--- src/hw/seq_defines.svh ---
// Notes on behaviour
// - program address advances one per executed instruction
// - bank select bits extend the fetch address
// - only low address byte visible to software
// - jump, call, interrupt, reset load target address
// - taken skip discards prefetch, inserts dummy cycle
// - low byte write jumps within current page
// - low byte write inserts one dummy cycle
// - four-bank 32K by 16 program store
// - bank taken from bank pointer bits one:zero
// - return stack holds addresses, hidden from software
// - call and interrupt push, returns pop
// - reset empties the stack level pointer
// - full stack latches interrupt, withholds acknowledge
// - call on full stack overwrites oldest entry
// - alu result updates status flags
// - standard and extended operation classes accepted
// - table pointer separate from program address
// - fetching starts at address zero after reset
// - address change costs one extra cycle
`ifndef SEQ_DEFINES_SVH
`define SEQ_DEFINES_SVH

// ------------------------------------------
// address widths
// ------------------------------------------
`define SEQ_PAGE_W 8
`define SEQ_BANK_ADDR_W 13
`define SEQ_BANK_SEL_W 2
`define SEQ_PC_W 15
`define SEQ_FLAGS_W 4

// ------------------------------------------
// stack geometry
// ------------------------------------------
`define SEQ_STACK_DEPTH 8
`define SEQ_STACK_PTR_W 3
`define SEQ_LEVEL_W 4

// ------------------------------------------
// register byte offsets
// ------------------------------------------
`define SEQ_OFF_ADDR_LOW 12'h000
`define SEQ_OFF_BANK_PTR 12'h004
`define SEQ_OFF_FLAGS 12'h008
`define SEQ_OFF_STACK_STAT 12'h00C
`define SEQ_OFF_TABLE_PTR 12'h010

// ------------------------------------------
// reset values and field positions
// ------------------------------------------
`define SEQ_RESET_PC 15'h0000
`define SEQ_PC_ONE 15'h0001
`define SEQ_RESET_BANK 2'h0
`define SEQ_RESET_FLAGS 4'h0
`define SEQ_RESET_TABLE 15'h0000
`define SEQ_STAT_FULL_BIT 8
`define SEQ_STAT_EMPTY_BIT 9
`define SEQ_STAT_PEND_BIT 16
`define SEQ_ZERO_WORD 32'h0000_0000

`endif

--- src/hw/seq_pkg.sv ---
`default_nettype none
package seq_pkg;
    // operation class reported by the execution core
    typedef enum logic [2:0] {
        OP_NEXT,
        OP_JUMP,
        OP_CALL,
        OP_RET,
        OP_INTERRUPT_RETURN,
        OP_SKIP
    } op_type;
    // fetch slot state
    typedef enum logic {
        ST_DUMMY,
        ST_RUN
    } seq_state_type;
endpackage : seq_pkg
`default_nettype wire

--- src/hw/stack_if.sv ---
`include "seq_defines.svh"
`default_nettype none
interface stack_if;
    logic push; // store push_addr
    logic pop; // drop newest entry
    logic [`SEQ_PC_W-1:0] push_addr; // address to save
    logic [`SEQ_PC_W-1:0] pop_addr; // newest saved address
    logic full; // every level used
    logic empty; // no level used
    logic [`SEQ_LEVEL_W-1:0] level; // levels in use
    modport owner (output push, output pop, output push_addr,
        input pop_addr, input full, input empty, input level);
    modport store (input push, input pop, input push_addr,
        output pop_addr, output full, output empty, output level);
endinterface : stack_if
`default_nettype wire

--- src/hw/return_stack.sv ---
`include "seq_defines.svh"
`default_nettype none
module return_stack (
    input wire logic clk,
    input wire logic rst_n,
    stack_if.store stk
);
    // ------------------------------------------
    // storage
    // ------------------------------------------
    logic [`SEQ_PC_W-1:0] slot_ff [`SEQ_STACK_DEPTH]; // saved addresses only
    logic [`SEQ_STACK_PTR_W-1:0] wr_ptr_ff; // next free slot, wraps
    logic [`SEQ_LEVEL_W-1:0] level_ff; // used levels
    logic [`SEQ_STACK_PTR_W-1:0] top_ptr; // newest slot

    assign top_ptr = wr_ptr_ff - `SEQ_STACK_PTR_W'(1);

    // write slot on push; overflow overwrites oldest
    always_ff @(posedge clk) begin
        if (stk.push) begin
            slot_ff[wr_ptr_ff] <= stk.push_addr;
        end
    end

    // pointer and level bookkeeping
    always_ff @(posedge clk) begin
        if (!rst_n) begin
            wr_ptr_ff <= '0; // top, empty
            level_ff <= '0;
        end else if (stk.push) begin
            wr_ptr_ff <= wr_ptr_ff + `SEQ_STACK_PTR_W'(1);
            if (level_ff != `SEQ_LEVEL_W'(`SEQ_STACK_DEPTH)) begin
                level_ff <= level_ff + `SEQ_LEVEL_W'(1); // saturates when full
            end
        end else if (stk.pop && level_ff != '0) begin
            wr_ptr_ff <= top_ptr;
            level_ff <= level_ff - `SEQ_LEVEL_W'(1);
        end
    end

    // ------------------------------------------
    // status
    // ------------------------------------------
    assign stk.pop_addr = slot_ff[top_ptr];
    assign stk.full = (level_ff == `SEQ_LEVEL_W'(`SEQ_STACK_DEPTH));
    assign stk.empty = (level_ff == '0);
    assign stk.level = level_ff;
endmodule : return_stack
`default_nettype wire

--- src/hw/program_sequencer_stack.sv ---
// The placing of the registers and register access over APB were left to the implementer.
`include "seq_defines.svh"
`default_nettype none
module program_sequencer_stack (
    input wire logic clk,
    input wire logic rst_n,
    // apb slave
    input wire logic psel,
    input wire logic penable,
    input wire logic pwrite,
    input wire logic [11:0] paddr,
    input wire logic [31:0] pwdata,
    output logic [31:0] prdata,
    output logic pready,
    output logic pslverr,
    // execution core
    input wire logic exec_valid,
    input wire seq_pkg::op_type exec_op,
    input wire logic [`SEQ_BANK_ADDR_W-1:0] exec_target,
    input wire logic alu_valid,
    input wire logic [`SEQ_FLAGS_W-1:0] alu_flags,
    // interrupt controller
    input wire logic irq_req,
    input wire logic [`SEQ_PC_W-1:0] irq_vector,
    output logic irq_ack,
    // program memory
    output logic [`SEQ_PC_W-1:0] fetch_addr,
    output logic fetch_valid,
    output logic [`SEQ_PC_W-1:0] table_addr,
    output logic [`SEQ_FLAGS_W-1:0] status_flags
);
    // ------------------------------------------
    // state and registers
    // ------------------------------------------
    seq_pkg::seq_state_type state_ff; // fetch slot state
    seq_pkg::seq_state_type nxt_state; // next slot state
    logic [`SEQ_PC_W-1:0] pc_ff; // address being fetched
    logic [`SEQ_PC_W-1:0] nxt_pc; // next fetch address
    logic [`SEQ_BANK_SEL_W-1:0] bank_ptr_ff; // software bank pointer
    logic [`SEQ_FLAGS_W-1:0] flags_ff; // alu status flags
    logic [`SEQ_PC_W-1:0] table_ptr_ff; // table pointer, separate
    logic irq_pend_ff; // latched interrupt request
    logic irq_ack_ff; // acknowledge pulse
    logic [31:0] prdata_ff; // read data captured at setup
    logic pslverr_ff; // unmapped flag captured at setup

    // ------------------------------------------
    // bus decode
    // ------------------------------------------
    logic setup_phase; // first apb cycle
    logic access_phase; // completing apb cycle
    logic addr_hit; // mapped offset
    logic wr_low; // low byte write
    logic wr_bank; // bank pointer write
    logic wr_table; // table pointer write
    logic [31:0] rd_mux; // read value for offset

    stack_if stk ();

    // ------------------------------------------
    // return stack
    // ------------------------------------------
    return_stack u_stack (
        .clk(clk),
        .rst_n(rst_n),
        .stk(stk)
    );

    // ------------------------------------------
    // apb phase and decode
    // ------------------------------------------
    assign setup_phase = psel && !penable;
    assign access_phase = psel && penable;

    // offset decode
    always_comb begin
        unique case (paddr)
            `SEQ_OFF_ADDR_LOW: addr_hit = 1'b1;
            `SEQ_OFF_BANK_PTR: addr_hit = 1'b1;
            `SEQ_OFF_FLAGS: addr_hit = 1'b1;
            `SEQ_OFF_STACK_STAT: addr_hit = 1'b1;
            `SEQ_OFF_TABLE_PTR: addr_hit = 1'b1;
            default: addr_hit = 1'b0; // unmapped
        endcase
    end

    // writes take effect at the completing edge only
    assign wr_low = access_phase && pwrite && (paddr == `SEQ_OFF_ADDR_LOW);
    assign wr_bank = access_phase && pwrite && (paddr == `SEQ_OFF_BANK_PTR);
    assign wr_table = access_phase && pwrite && (paddr == `SEQ_OFF_TABLE_PTR);

    // read mux, stack contents never exposed
    always_comb begin
        rd_mux = `SEQ_ZERO_WORD;
        unique case (paddr)
            `SEQ_OFF_ADDR_LOW: begin
                rd_mux[`SEQ_PAGE_W-1:0] = pc_ff[`SEQ_PAGE_W-1:0]; // low byte only
            end
            `SEQ_OFF_BANK_PTR: begin
                rd_mux[`SEQ_BANK_SEL_W-1:0] = bank_ptr_ff;
            end
            `SEQ_OFF_FLAGS: begin
                rd_mux[`SEQ_FLAGS_W-1:0] = flags_ff;
            end
            `SEQ_OFF_STACK_STAT: begin
                // full/empty state and pending interrupt bit, no level or contents
                rd_mux[`SEQ_STAT_FULL_BIT] = stk.full;
                rd_mux[`SEQ_STAT_EMPTY_BIT] = stk.empty;
                rd_mux[`SEQ_STAT_PEND_BIT] = irq_pend_ff;
            end
            `SEQ_OFF_TABLE_PTR: begin
                rd_mux[`SEQ_PC_W-1:0] = table_ptr_ff;
            end
            default: begin
                rd_mux = `SEQ_ZERO_WORD; // unmapped reads zero
            end
        endcase
    end

    // capture read data and error in setup cycle
    always_ff @(posedge clk) begin
        if (!rst_n) begin
            prdata_ff <= `SEQ_ZERO_WORD;
            pslverr_ff <= 1'b0;
        end else if (setup_phase) begin
            prdata_ff <= pwrite ? `SEQ_ZERO_WORD : rd_mux;
            pslverr_ff <= !addr_hit;
        end
    end

    // one wait-free access phase
    assign pready = access_phase;
    assign pslverr = access_phase && pslverr_ff;
    assign prdata = prdata_ff;

    // ------------------------------------------
    // software registers
    // ------------------------------------------
    // bank pointer, bits one:zero select bank
    always_ff @(posedge clk) begin
        if (!rst_n) begin
            bank_ptr_ff <= `SEQ_RESET_BANK;
        end else if (wr_bank) begin
            bank_ptr_ff <= pwdata[`SEQ_BANK_SEL_W-1:0];
        end
    end

    // table pointer, independent of program address
    always_ff @(posedge clk) begin
        if (!rst_n) begin
            table_ptr_ff <= `SEQ_RESET_TABLE;
        end else if (wr_table) begin
            table_ptr_ff <= pwdata[`SEQ_PC_W-1:0];
        end
    end

    assign table_addr = table_ptr_ff;

    // alu status flags follow each result
    always_ff @(posedge clk) begin
        if (!rst_n) begin
            flags_ff <= `SEQ_RESET_FLAGS;
        end else if (alu_valid) begin
            flags_ff <= alu_flags;
        end
    end

    assign status_flags = flags_ff;

    // ------------------------------------------
    // interrupt handling
    // ------------------------------------------
    logic boundary; // executed instruction may be replaced
    logic take_irq; // interrupt taken this cycle, irq_ack pulses next cycle
    logic op_taken; // core event accepted

    assign op_taken = exec_valid && (state_ff == seq_pkg::ST_RUN) && !wr_low;
    assign boundary = op_taken && (exec_op == seq_pkg::OP_NEXT);
    // acknowledge withheld while every level is used
    assign take_irq = boundary && irq_pend_ff && !stk.full;

    // request latch; a new request wins over the clear
    always_ff @(posedge clk) begin
        if (!rst_n) begin
            irq_pend_ff <= 1'b0;
        end else if (irq_req) begin
            irq_pend_ff <= 1'b1; // still latched when full
        end else if (take_irq) begin
            irq_pend_ff <= 1'b0;
        end
    end

    // acknowledge pulse
    always_ff @(posedge clk) begin
        if (!rst_n) begin
            irq_ack_ff <= 1'b0;
        end else begin
            irq_ack_ff <= take_irq;
        end
    end

    assign irq_ack = irq_ack_ff;

    // ------------------------------------------
    // stack requests
    // ------------------------------------------
    // call and interrupt push the prefetched address
    assign stk.push = take_irq || (op_taken && exec_op == seq_pkg::OP_CALL);
    assign stk.push_addr = pc_ff;
    // both return forms pop
    assign stk.pop = op_taken &&
        (exec_op == seq_pkg::OP_RET || exec_op == seq_pkg::OP_INTERRUPT_RETURN);

    // ------------------------------------------
    // next address selection
    // ------------------------------------------
    always_comb begin
        nxt_pc = pc_ff;
        nxt_state = seq_pkg::ST_RUN;
        if (wr_low) begin
            // page-local jump, upper bits kept
            nxt_pc = {pc_ff[`SEQ_PC_W-1:`SEQ_PAGE_W], pwdata[`SEQ_PAGE_W-1:0]};
            nxt_state = seq_pkg::ST_DUMMY; // prefetch slot
        end else if (state_ff == seq_pkg::ST_DUMMY) begin
            // target fetched, move on
            nxt_pc = pc_ff + `SEQ_PC_ONE;
        end else if (take_irq) begin
            nxt_pc = irq_vector;
            nxt_state = seq_pkg::ST_DUMMY;
        end else if (op_taken) begin
            unique case (exec_op) // all operation classes land here
                seq_pkg::OP_NEXT: begin
                    nxt_pc = pc_ff + `SEQ_PC_ONE;
                end
                seq_pkg::OP_JUMP, seq_pkg::OP_CALL: begin
                    nxt_pc = {bank_ptr_ff, exec_target}; // bank-extended
                    nxt_state = seq_pkg::ST_DUMMY;
                end
                seq_pkg::OP_RET, seq_pkg::OP_INTERRUPT_RETURN: begin
                    nxt_pc = stk.pop_addr;
                    nxt_state = seq_pkg::ST_DUMMY;
                end
                seq_pkg::OP_SKIP: begin
                    // prefetched word discarded
                    nxt_pc = pc_ff + `SEQ_PC_ONE;
                    nxt_state = seq_pkg::ST_DUMMY;
                end
                default: begin
                    nxt_pc = pc_ff + `SEQ_PC_ONE; // illegal code runs on
                end
            endcase
        end else begin
            // core stalled, hold fetch
            nxt_pc = pc_ff;
        end
    end

    // ------------------------------------------
    // program address and slot state
    // ------------------------------------------
    always_ff @(posedge clk) begin
        if (!rst_n) begin
            pc_ff <= `SEQ_RESET_PC;
        end else begin
            pc_ff <= nxt_pc;
        end
    end

    // reset starts in a dummy slot fetching zero
    always_ff @(posedge clk) begin
        if (!rst_n) begin
            state_ff <= seq_pkg::ST_DUMMY;
        end else begin
            state_ff <= nxt_state;
        end
    end

    // ------------------------------------------
    // fetch outputs
    // ------------------------------------------
    assign fetch_addr = pc_ff;
    // low while the slot is a dummy cycle
    assign fetch_valid = (state_ff == seq_pkg::ST_RUN);
endmodule : program_sequencer_stack
`default_nettype wire

--- config.mk ---
export PLATFORM = sky130hd
export DESIGN_NAME = program_sequencer_stack
export DESIGN_NICKNAME = d
export VERILOG_FILES = /design/src/hw/seq_pkg.sv /design/src/hw/stack_if.sv /design/src/hw/return_stack.sv /design/src/hw/program_sequencer_stack.sv
export VERILOG_INCLUDE_DIRS = /design/src /design/src/hw
export SDC_FILE = /design/constraint.sdc
export NUM_CORES = 1
export LEC_CHECK = 0
export BUFFER_PORTS_ARGS = -buffer_cell sky130_fd_sc_hd__buf_4
export CAP_MARGIN = 10
export CORE_ASPECT_RATIO = 0.7
export CORE_MARGIN = 2
export CORE_UTILIZATION = 41
export DETAILED_ROUTE_END_ITERATION = 16
export PLACE_DENSITY = 0.67
export SLEW_MARGIN = 20
export SYNTH_ARGS = -nofsm -noshare
export SYNTH_HDL_FRONTEND = slang
export SYNTH_SLANG_ARGS = --single-unit
--- constraint.sdc ---
create_clock -name clk -period 3.4 [get_ports clk]
set_input_delay 0.17 -clock clk [delete_from_list [all_inputs] [get_ports clk]]
set_output_delay 0.17 -clock clk [all_outputs]
set_load 0.05 [all_outputs]
==> metrics.md, run 1 <==
| Metric | Value |
|---|---|
| Area leader, netlist | `edfxtp_1` |
| Design area | `0.0105 mm²` |
| Die Width | `175 µm` |
| Vias per cell | `5.70` |
| WP data arrival | `3170 ps` |
| Sequential Area | `0.00487 mm²` |
| Multi-input logic area | `0.00330 mm²` |
| Initial DRC count | `742` |
| Root Buffer | `clkbuf_16` |
| Final ANT Viol Nets | `0` |
| Lkg Pwr | `0.00381 µW` |
| Placement Setup Slack | `637 ps` |
| Dominant synthesized flop cell | `edfxtp_1` |
| Number of fill cells | `1693` |
| Avg Inst Size Synth | `12.5 µm²` |
| ANT cells | `0` |
| Final hold violation count | `0` |
| RSZ-0062 raised after global routing | `no` |
| Crit path required time | `3770 ps` |
| F_max | `357 MHz` |
| GR Overflow Total | `0` |
| TritonCTS clock tree | `done` |
| Longest Clk Path Bufs | `2` |
| Vias in the first global route | `5852` |
| Critical path launch point type | `flip-flop` |
| Area of the core | `0.0200 mm²` |
| Post-route minimum period | `2800 ps` |
| Layout cells sized above 1 | `0.275` |
| Antenna violations before repair | `0` |
| Largest net degree at the start of global routing | `34` |
| Initial Util | `0.421` |
| Slew Limit Headroom | `0.406` |
| Setup ws final | `595 ps` |
| DRT Wirelength | `23100 µm` |
| YS warnings | `0` |
| Hold path start | `irq_vector[7]` |
| Final Cycle Share | `0.825` |
| Post-synth EDFFs | `120` |
| Asr flop ratio synth | `0` |
| CTS clock-pin slew for the worst setup and hold paths | `70 ps` |
| # H-tree levels | `4` |
| IO Pins | `157` |
| Drt drc | `0` |
| Total number of vias | `6238` |
| Netlist Area Pre-Place | `0.00841 mm²` |
| Worst hold path type | `input pin to flip-flop` |
| Max-slew violation count | `0` |
| Reg2Reg Launch Point | `u_stack.stk.level[3]` |
| Area delta synth->final | `24.3%` |
| DR WL/cell | `21.1 µm` |
| Area contributors post-synth | `edfxtp_1 (43%), dfxtp_1 (15%), mux4_2 (8.0%), mux2i_1 (5.4%), nor2_1 (2.8%)` |
| First-pass GRT wire length | `35200 µm` |
| CTS buffer count | `17` |
| #FFs+latches synth | `183` |
| Max-Cap Viols | `0` |
| Most instantiated cells after synthesis | `edfxtp_1 (120), dfxtp_1 (63), nor2_1 (63), mux2i_1 (45), nand2_1 (33)` |
| RD Place Congestion | `0.866` |
| Final net count | `904` |
| Crit path cell chain | `or4b_4 -> and2_4 -> o21ai_1 -> or3_1 -> buf_4 -> xor2_1 -> ha_1 -> a21oi_1 -> xnor2_1 -> mux2i_1 -> nor2_1` |
| # hold bufs at CTS | `20` |
| Count of cell types in the netlist | `68` |
| DP HPWL | `15600 µm` |
| Critical path type | `flip-flop to flip-flop` |
| Non-filler instance count after layout | `1095` |
| Share of the synthesized area in the top cell type | `0.429` |
| Placed cell area | `0.00965 mm²` |
| Clk_skew | `10.4 ps` |
| Peak VDD IR | `0.334 mV` |
| Slowest stage delay, CP | `510 ps` |
| IO buf count | `123` |
| CTS resizes | `0` |
| Register area share after synthesis | `0.579` |
| Final core occ | `0.524` |
| Number of post-CTS setup repair buffers | `0` |
| Critical Path Source | `u_stack.stk.level[3]` |
| Final setup vio count | `0` |
| Status | `complete, no violations` |
| Syn Inst Count | `672` |
| Crit. End Element | `flip-flop` |
| Power Dens Cells | `478 mW/mm²` |
| Pre-Repair DR Iteration Count | `5` |
| Clk sinks | `183` |
| Count leader, synth | `edfxtp_1` |
| All-Layer GR Usage | `0.219` |
| Largest fanout on the critical path | `7` |
| Worst Max-Slew Pin Slew | `887 ps` |
| Placed cells | `1043` |
| Worst skew pair latency | `430 ps` |
| Row cnt | `43` |
| Crit path max-delay cell type | `or4b_4` |
| Die Area | `0.0217 mm²` |
| Chip height | `124 µm` |
## cell type report
| type | instances | share of cell area |
|---|---|---|
| Clock inverter | 15 | 0.0171 |
| Clock buffer | 17 | 0.0407 |
| Inverter | 12 | 0.00431 |
| Sequential cell | 183 | 0.466 |
| Timing Repair Buffer | 165 | 0.125 |
| Multi-Input combinational cell | 433 | 0.315 |
| Tap cell | 270 | 0.0323 |
## logic make-up after synthesis
family,count (synthesis),share of synthesized area
and+or+nand+nor,180,0.105
AOI/OAI and AO/OA,141,0.113
DFF,183,0.579
buffers and inverters,71,0.0429
other,1,0.000446
muxes,78,0.138
xor gates and xnor gates,13,0.0144
adders and majority gates,5,0.00744
## critical path: cells and delay by family (launching register included)
family,cells,cell delay (ps)
flip-flops,1,470
AO/OA/AOI/OAI,2,360
XOR/XNOR,2,230
AND/OR/NAND/NOR,4,1180
adder cells (fa/ha/maj),1,180
buffers and inverters,1,230
multiplexers,1,100
## report_power, final
| group | internal (µW) | switching, µW |
|---|---|---|
| combinational | 212 | 338 |
| sequential | 2390 | 43.1 |
| clock | 1050 | 957 |
| total | 3660 | 1340 |
## per-stage QoR
step / total power, µW / hold WS (ps) / setup TNS, ps
global route: 5150 / 26.6 / 0
global placement: 3000 / 376 / 0
finish: 5000 / 46.2 / 0
detailed placement: 3010 / 385 / 0
floorplan: 2820 / 287 / -2470
CTS: 5010 / 23.4 / 0
## cells in the final DEF (no fill, tap or decap), drive strengths merged, types with 4 or more instances in the layout
cell type | Yosys | final
mux4 | 30 | 30
xnor2 | 5 | 5
nand2 | 33 | 33
nor2 | 63 | 63
xor2 | 8 | 8
mux2i | 45 | 45
o22ai | 12 | 12
and3 | 8 | 8
and2 | 4 | 4
o21a | 5 | 5
or3 | 4 | 4
o211ai | 7 | 7
a22o | 6 | 6
conb | 1 | 16
ha | 5 | 5
a21oi | 28 | 28
a22oi | 16 | 16
nor3 | 13 | 13
dfxtp | 63 | 63
nand3 | 19 | 19
o21ai | 29 | 29
inv | 12 | 19
o31ai | 4 | 4
or2 | 6 | 6
o221ai | 5 | 5
nor4 | 7 | 7
buf | 31 | 145
clkbuf | 28 | 17
clkinv | 0 | 4
edfxtp | 120 | 120
nor2b | 7 | 7
dlygate4sd3 | 0 | 20
## final timing paths
kind | endpoint | slack, ps | depth (start not counted)
max | u_stack.stk.level[2] | 600 | 11
min | fetch_addr[7] | 50 | 3
max reg2reg | u_stack.stk.level[2] | 600 | 11
min reg2reg | prdata[4] | 460 | 2
## sequential cells by signal (all words and copies together) (netlist names)
register           flops
fetch_addr            15
status_flags           4
table_addr            15
pslverr_ff             1
u_stack.slot_ff      120
bank_ptr_ff            2
fetch_valid            1
irq_pend_ff            1
irq_ack                1
u_stack.stk.level      4
u_stack.wr_ptr_ff      3
prdata                16
## per-layer routing
layer | GRT usage | part of all wire
met1 | 0.330 | 0.47
met2 | 0.314 | 0.43
met3 | 0.0598 | 0.094
met4 | 0.0464 | 0.0092
met5 | 0 | 0
Power figures use the tool's default switching activity.
==> inputs of run 2 (changes only) <==
Clock period 3.4 ns to 2.5 ns, I/O delays scaled along.
==> run 2 against run 1 <==
Against the previous run:
- global-route usage rose by 0.60 points
- critical path type unchanged
- largest power group unchanged
- routed wire length rose by 1.3%
- final area rose by 4.6%
- clock power rose by 38%
- fmax rose by 19%
- register-to-register slack got worse by 450 ps
- largest cell class unchanged
- highest routed layer unchanged
- worst setup slack got worse by 450 ps
- core utilization rose by 2.4 points
- final cell count rose by 3.7%
- critical path depth fell by 3
- sequential power rose by 34%
- critical endpoint is now u_stack.stk.level[3]
==> metrics.md, run 2 (synthesized netlist as in run 1, its figures left out) <==
| Metric | Value |
|---|---|
| Area delta synth->final | `30.0%` |
| Largest net degree at the start of global routing | `36 (+5.9%)` |
| IO buf count | `123 (unchanged)` |
| Max reg flops | `120 (unchanged)` |
| Drt drc | `0 (unchanged)` |
| F_max | `424 MHz (+19%)` |
| Root Buffer | `clkbuf_16` |
| Die Width | `175 µm (unchanged)` |
| Row cnt | `43 (unchanged)` |
| Worst Max-Slew Pin Slew | `742 ps (-145 ps)` |
| RD Place Congestion | `0.902 (+4.2%)` |
| Largest fanout on the critical path | `6 (-1)` |
| All-Layer GR Usage | `0.225 (+0.00597)` |
| Longest Clk Path Bufs | `2 (unchanged)` |
| Status | `complete, no violations` |
| Post-route minimum period | `2360 ps (-449 ps)` |
| # H-tree levels | `4 (unchanged)` |
| Top reg by flops | `u_stack.slot_ff` |
| CTS buffer count | `17 (unchanged)` |
| Hold depth | `3 (unchanged)` |
| First-pass GRT wire length | `36300 µm (+3.2%)` |
| R2R depth | `8 (-3)` |
| Power Dens Cells | `632 mW/mm² (+32%)` |
| Final hold violation count | `0 (unchanged)` |
| Initial DRC count | `760 (+2.4%)` |
| Chip height | `124 µm (unchanged)` |
| Clk_skew | `9.62 ps (-0.740 ps)` |
| Commonest non-fill, non-tap cell in the layout | `buf_4` |
| Post-route setup TNS | `0 ps (unchanged)` |
| Peak VDD IR | `0.392 mV (+17%)` |
| TritonCTS clock tree | `done` |
| CP bufs+invs | `0 (-1)` |
| Final setup vio count | `0 (unchanged)` |
| Final ANT Viol Nets | `0 (unchanged)` |
| IO Pins | `157 (unchanged)` |
| Worst skew pair latency | `440 ps (about the same)` |
| Total number of vias | `6403 (+2.6%)` |
| Antenna violations before repair | `0 (unchanged)` |
| Die Area | `0.0217 mm² (unchanged)` |
| Slowest stage delay, CP | `560 ps (+50 ps)` |
| Design area | `0.0109 mm² (+4.6%)` |
| Worst hold path type | `input pin to flip-flop` |
| Final Cycle Share | `0.942 (+0.117)` |
| Crit path cell chain | `or4b_4 -> and2_4 -> o21ai_2 -> or3_4 -> ha_4 -> a311o_1 -> nand3_1 -> mux2i_1` |
| Crit path max-delay cell type | `or4b_4` |
| Critical path launch point type | `flip-flop` |
| GR Overflow Total | `0 (unchanged)` |
| RSZ-0062 raised after global routing | `no` |
| Initial Util | `0.421 (unchanged)` |
| Crit path required time | `2860 ps (-910 ps)` |
| Vias per cell | `5.64 (-1.1%)` |
| Slew Limit Headroom | `0.503 (+0.0973)` |
| WP data arrival | `2720 ps (-450 ps)` |
| Critical path type | `flip-flop to flip-flop` |
| Pre-Repair DR Iteration Count | `6 (+1)` |
| Max-Cap Viols | `0 (unchanged)` |
| Vias in the first global route | `6154 (+5.2%)` |
| Layout cells sized above 1 | `0.308 (+0.0332)` |
| DRT Wirelength | `23500 µm (+1.3%)` |
| Clk sinks | `183 (unchanged)` |
| Most frequent cells in the layout | `buf_4 (172), edfxtp_1 (120), nor2_1 (62)` |
| DP HPWL | `16300 µm (+4.4%)` |
| Lkg Pwr | `0.00403 µW (+5.9%)` |
| ANT cells | `0 (unchanged)` |
| Cell family with most CP delay | `simple AND/OR/NAND/NOR gates` |
| Crit. End Element | `flip-flop` |
| Max-slew violation count | `0 (unchanged)` |
| CTS clock-pin slew for the worst setup and hold paths | `70 ps (about the same)` |
| Area of the core | `0.0200 mm² (unchanged)` |
| DR WL/cell | `20.6 µm (-2.3%)` |
| Final core occ | `0.548 (+0.0240)` |
| Final net count | `945 (+4.5%)` |
| Placed cell area | `0.0100 mm² (+3.9%)` |
| CP Depth | `8 (-3)` |
| R2R Setup Slk | `140 ps (-450 ps)` |
## run 2: changes by cell type in the layout (fill, tap and decap cells not counted), sizes merged
cell	previous run	this run
buf	145	180
dlygate4sd3	20	26
bufinv	1	2
clkinv	4	3
clkinvlp	3	2
inv	19	20
## run 2: layout make-up
| class | count | area [µm²] |
|---|---|---|
| inverter | 12 | 45.0 |
| timing repair buffer | 206 | 1710 |
| sequential | 183 | 4870 |
| fill | 1653 | 9030 |
| clock buffer | 17 | 425 |
| clock inverter | 15 | 180 |
| multi-input combinational | 433 | 3360 |
| tap | 270 | 338 |
## run 2: where the power goes
group          internal (µW)  switching [µW]
combinational            334             518
clock                   1520            1260
sequential              3250            28.4
total                   5110            1810
## run 2: worst reg2reg max path, delay by kind of cell, from the launching register on
kind,cells,cell delay [ps]
compound gates,2,520
mux,1,180
flops,1,320
simple gates,4,1060
fa+ha+maj,1,220
## run 2: path summary, 6_finish.rpt
| kind | startpoint | endpoint |
|---|---|---|
| setup / recovery | u_stack.stk.level[0] | u_stack.stk.level[3] |
| setup reg to reg | u_stack.stk.level[0] | u_stack.stk.level[3] |
| hold / removal | irq_vector[10] | fetch_addr[10] |
| hold reg to reg | prdata[5] | prdata[5] |
## run 2: metal layers
layer  vias to the layer above  routed length (µm)  global-route usage
met5                         -                   0              0.0208
met4                         0                 221              0.0578
met3                        20                2130              0.0620
met2                       295               10200               0.320
met1                      3170               10900               0.334
li1                       2918                   -                   -
## run 2: per-stage QoR
stage                     power, µW  hold WS, ps  std cells  setup WS (ps)
after floorplan                3850          242        687           7.77
after global placement         4130          330       1072            147
after detailed placement       4140          341       1072           92.9
after CTS                      6930         40.8       1130           76.7
after global routing           7120         61.8       1136           21.7
final                          6910         49.0       1136            144
## run 2: what timing repair did
action	4_1_cts	5_1_grt
endpoints found under the hold margin	24	0
gates resized for setup	0	1
setup endpoints to repair	0	1
setup buffers	0	6
hold buffers	26	0
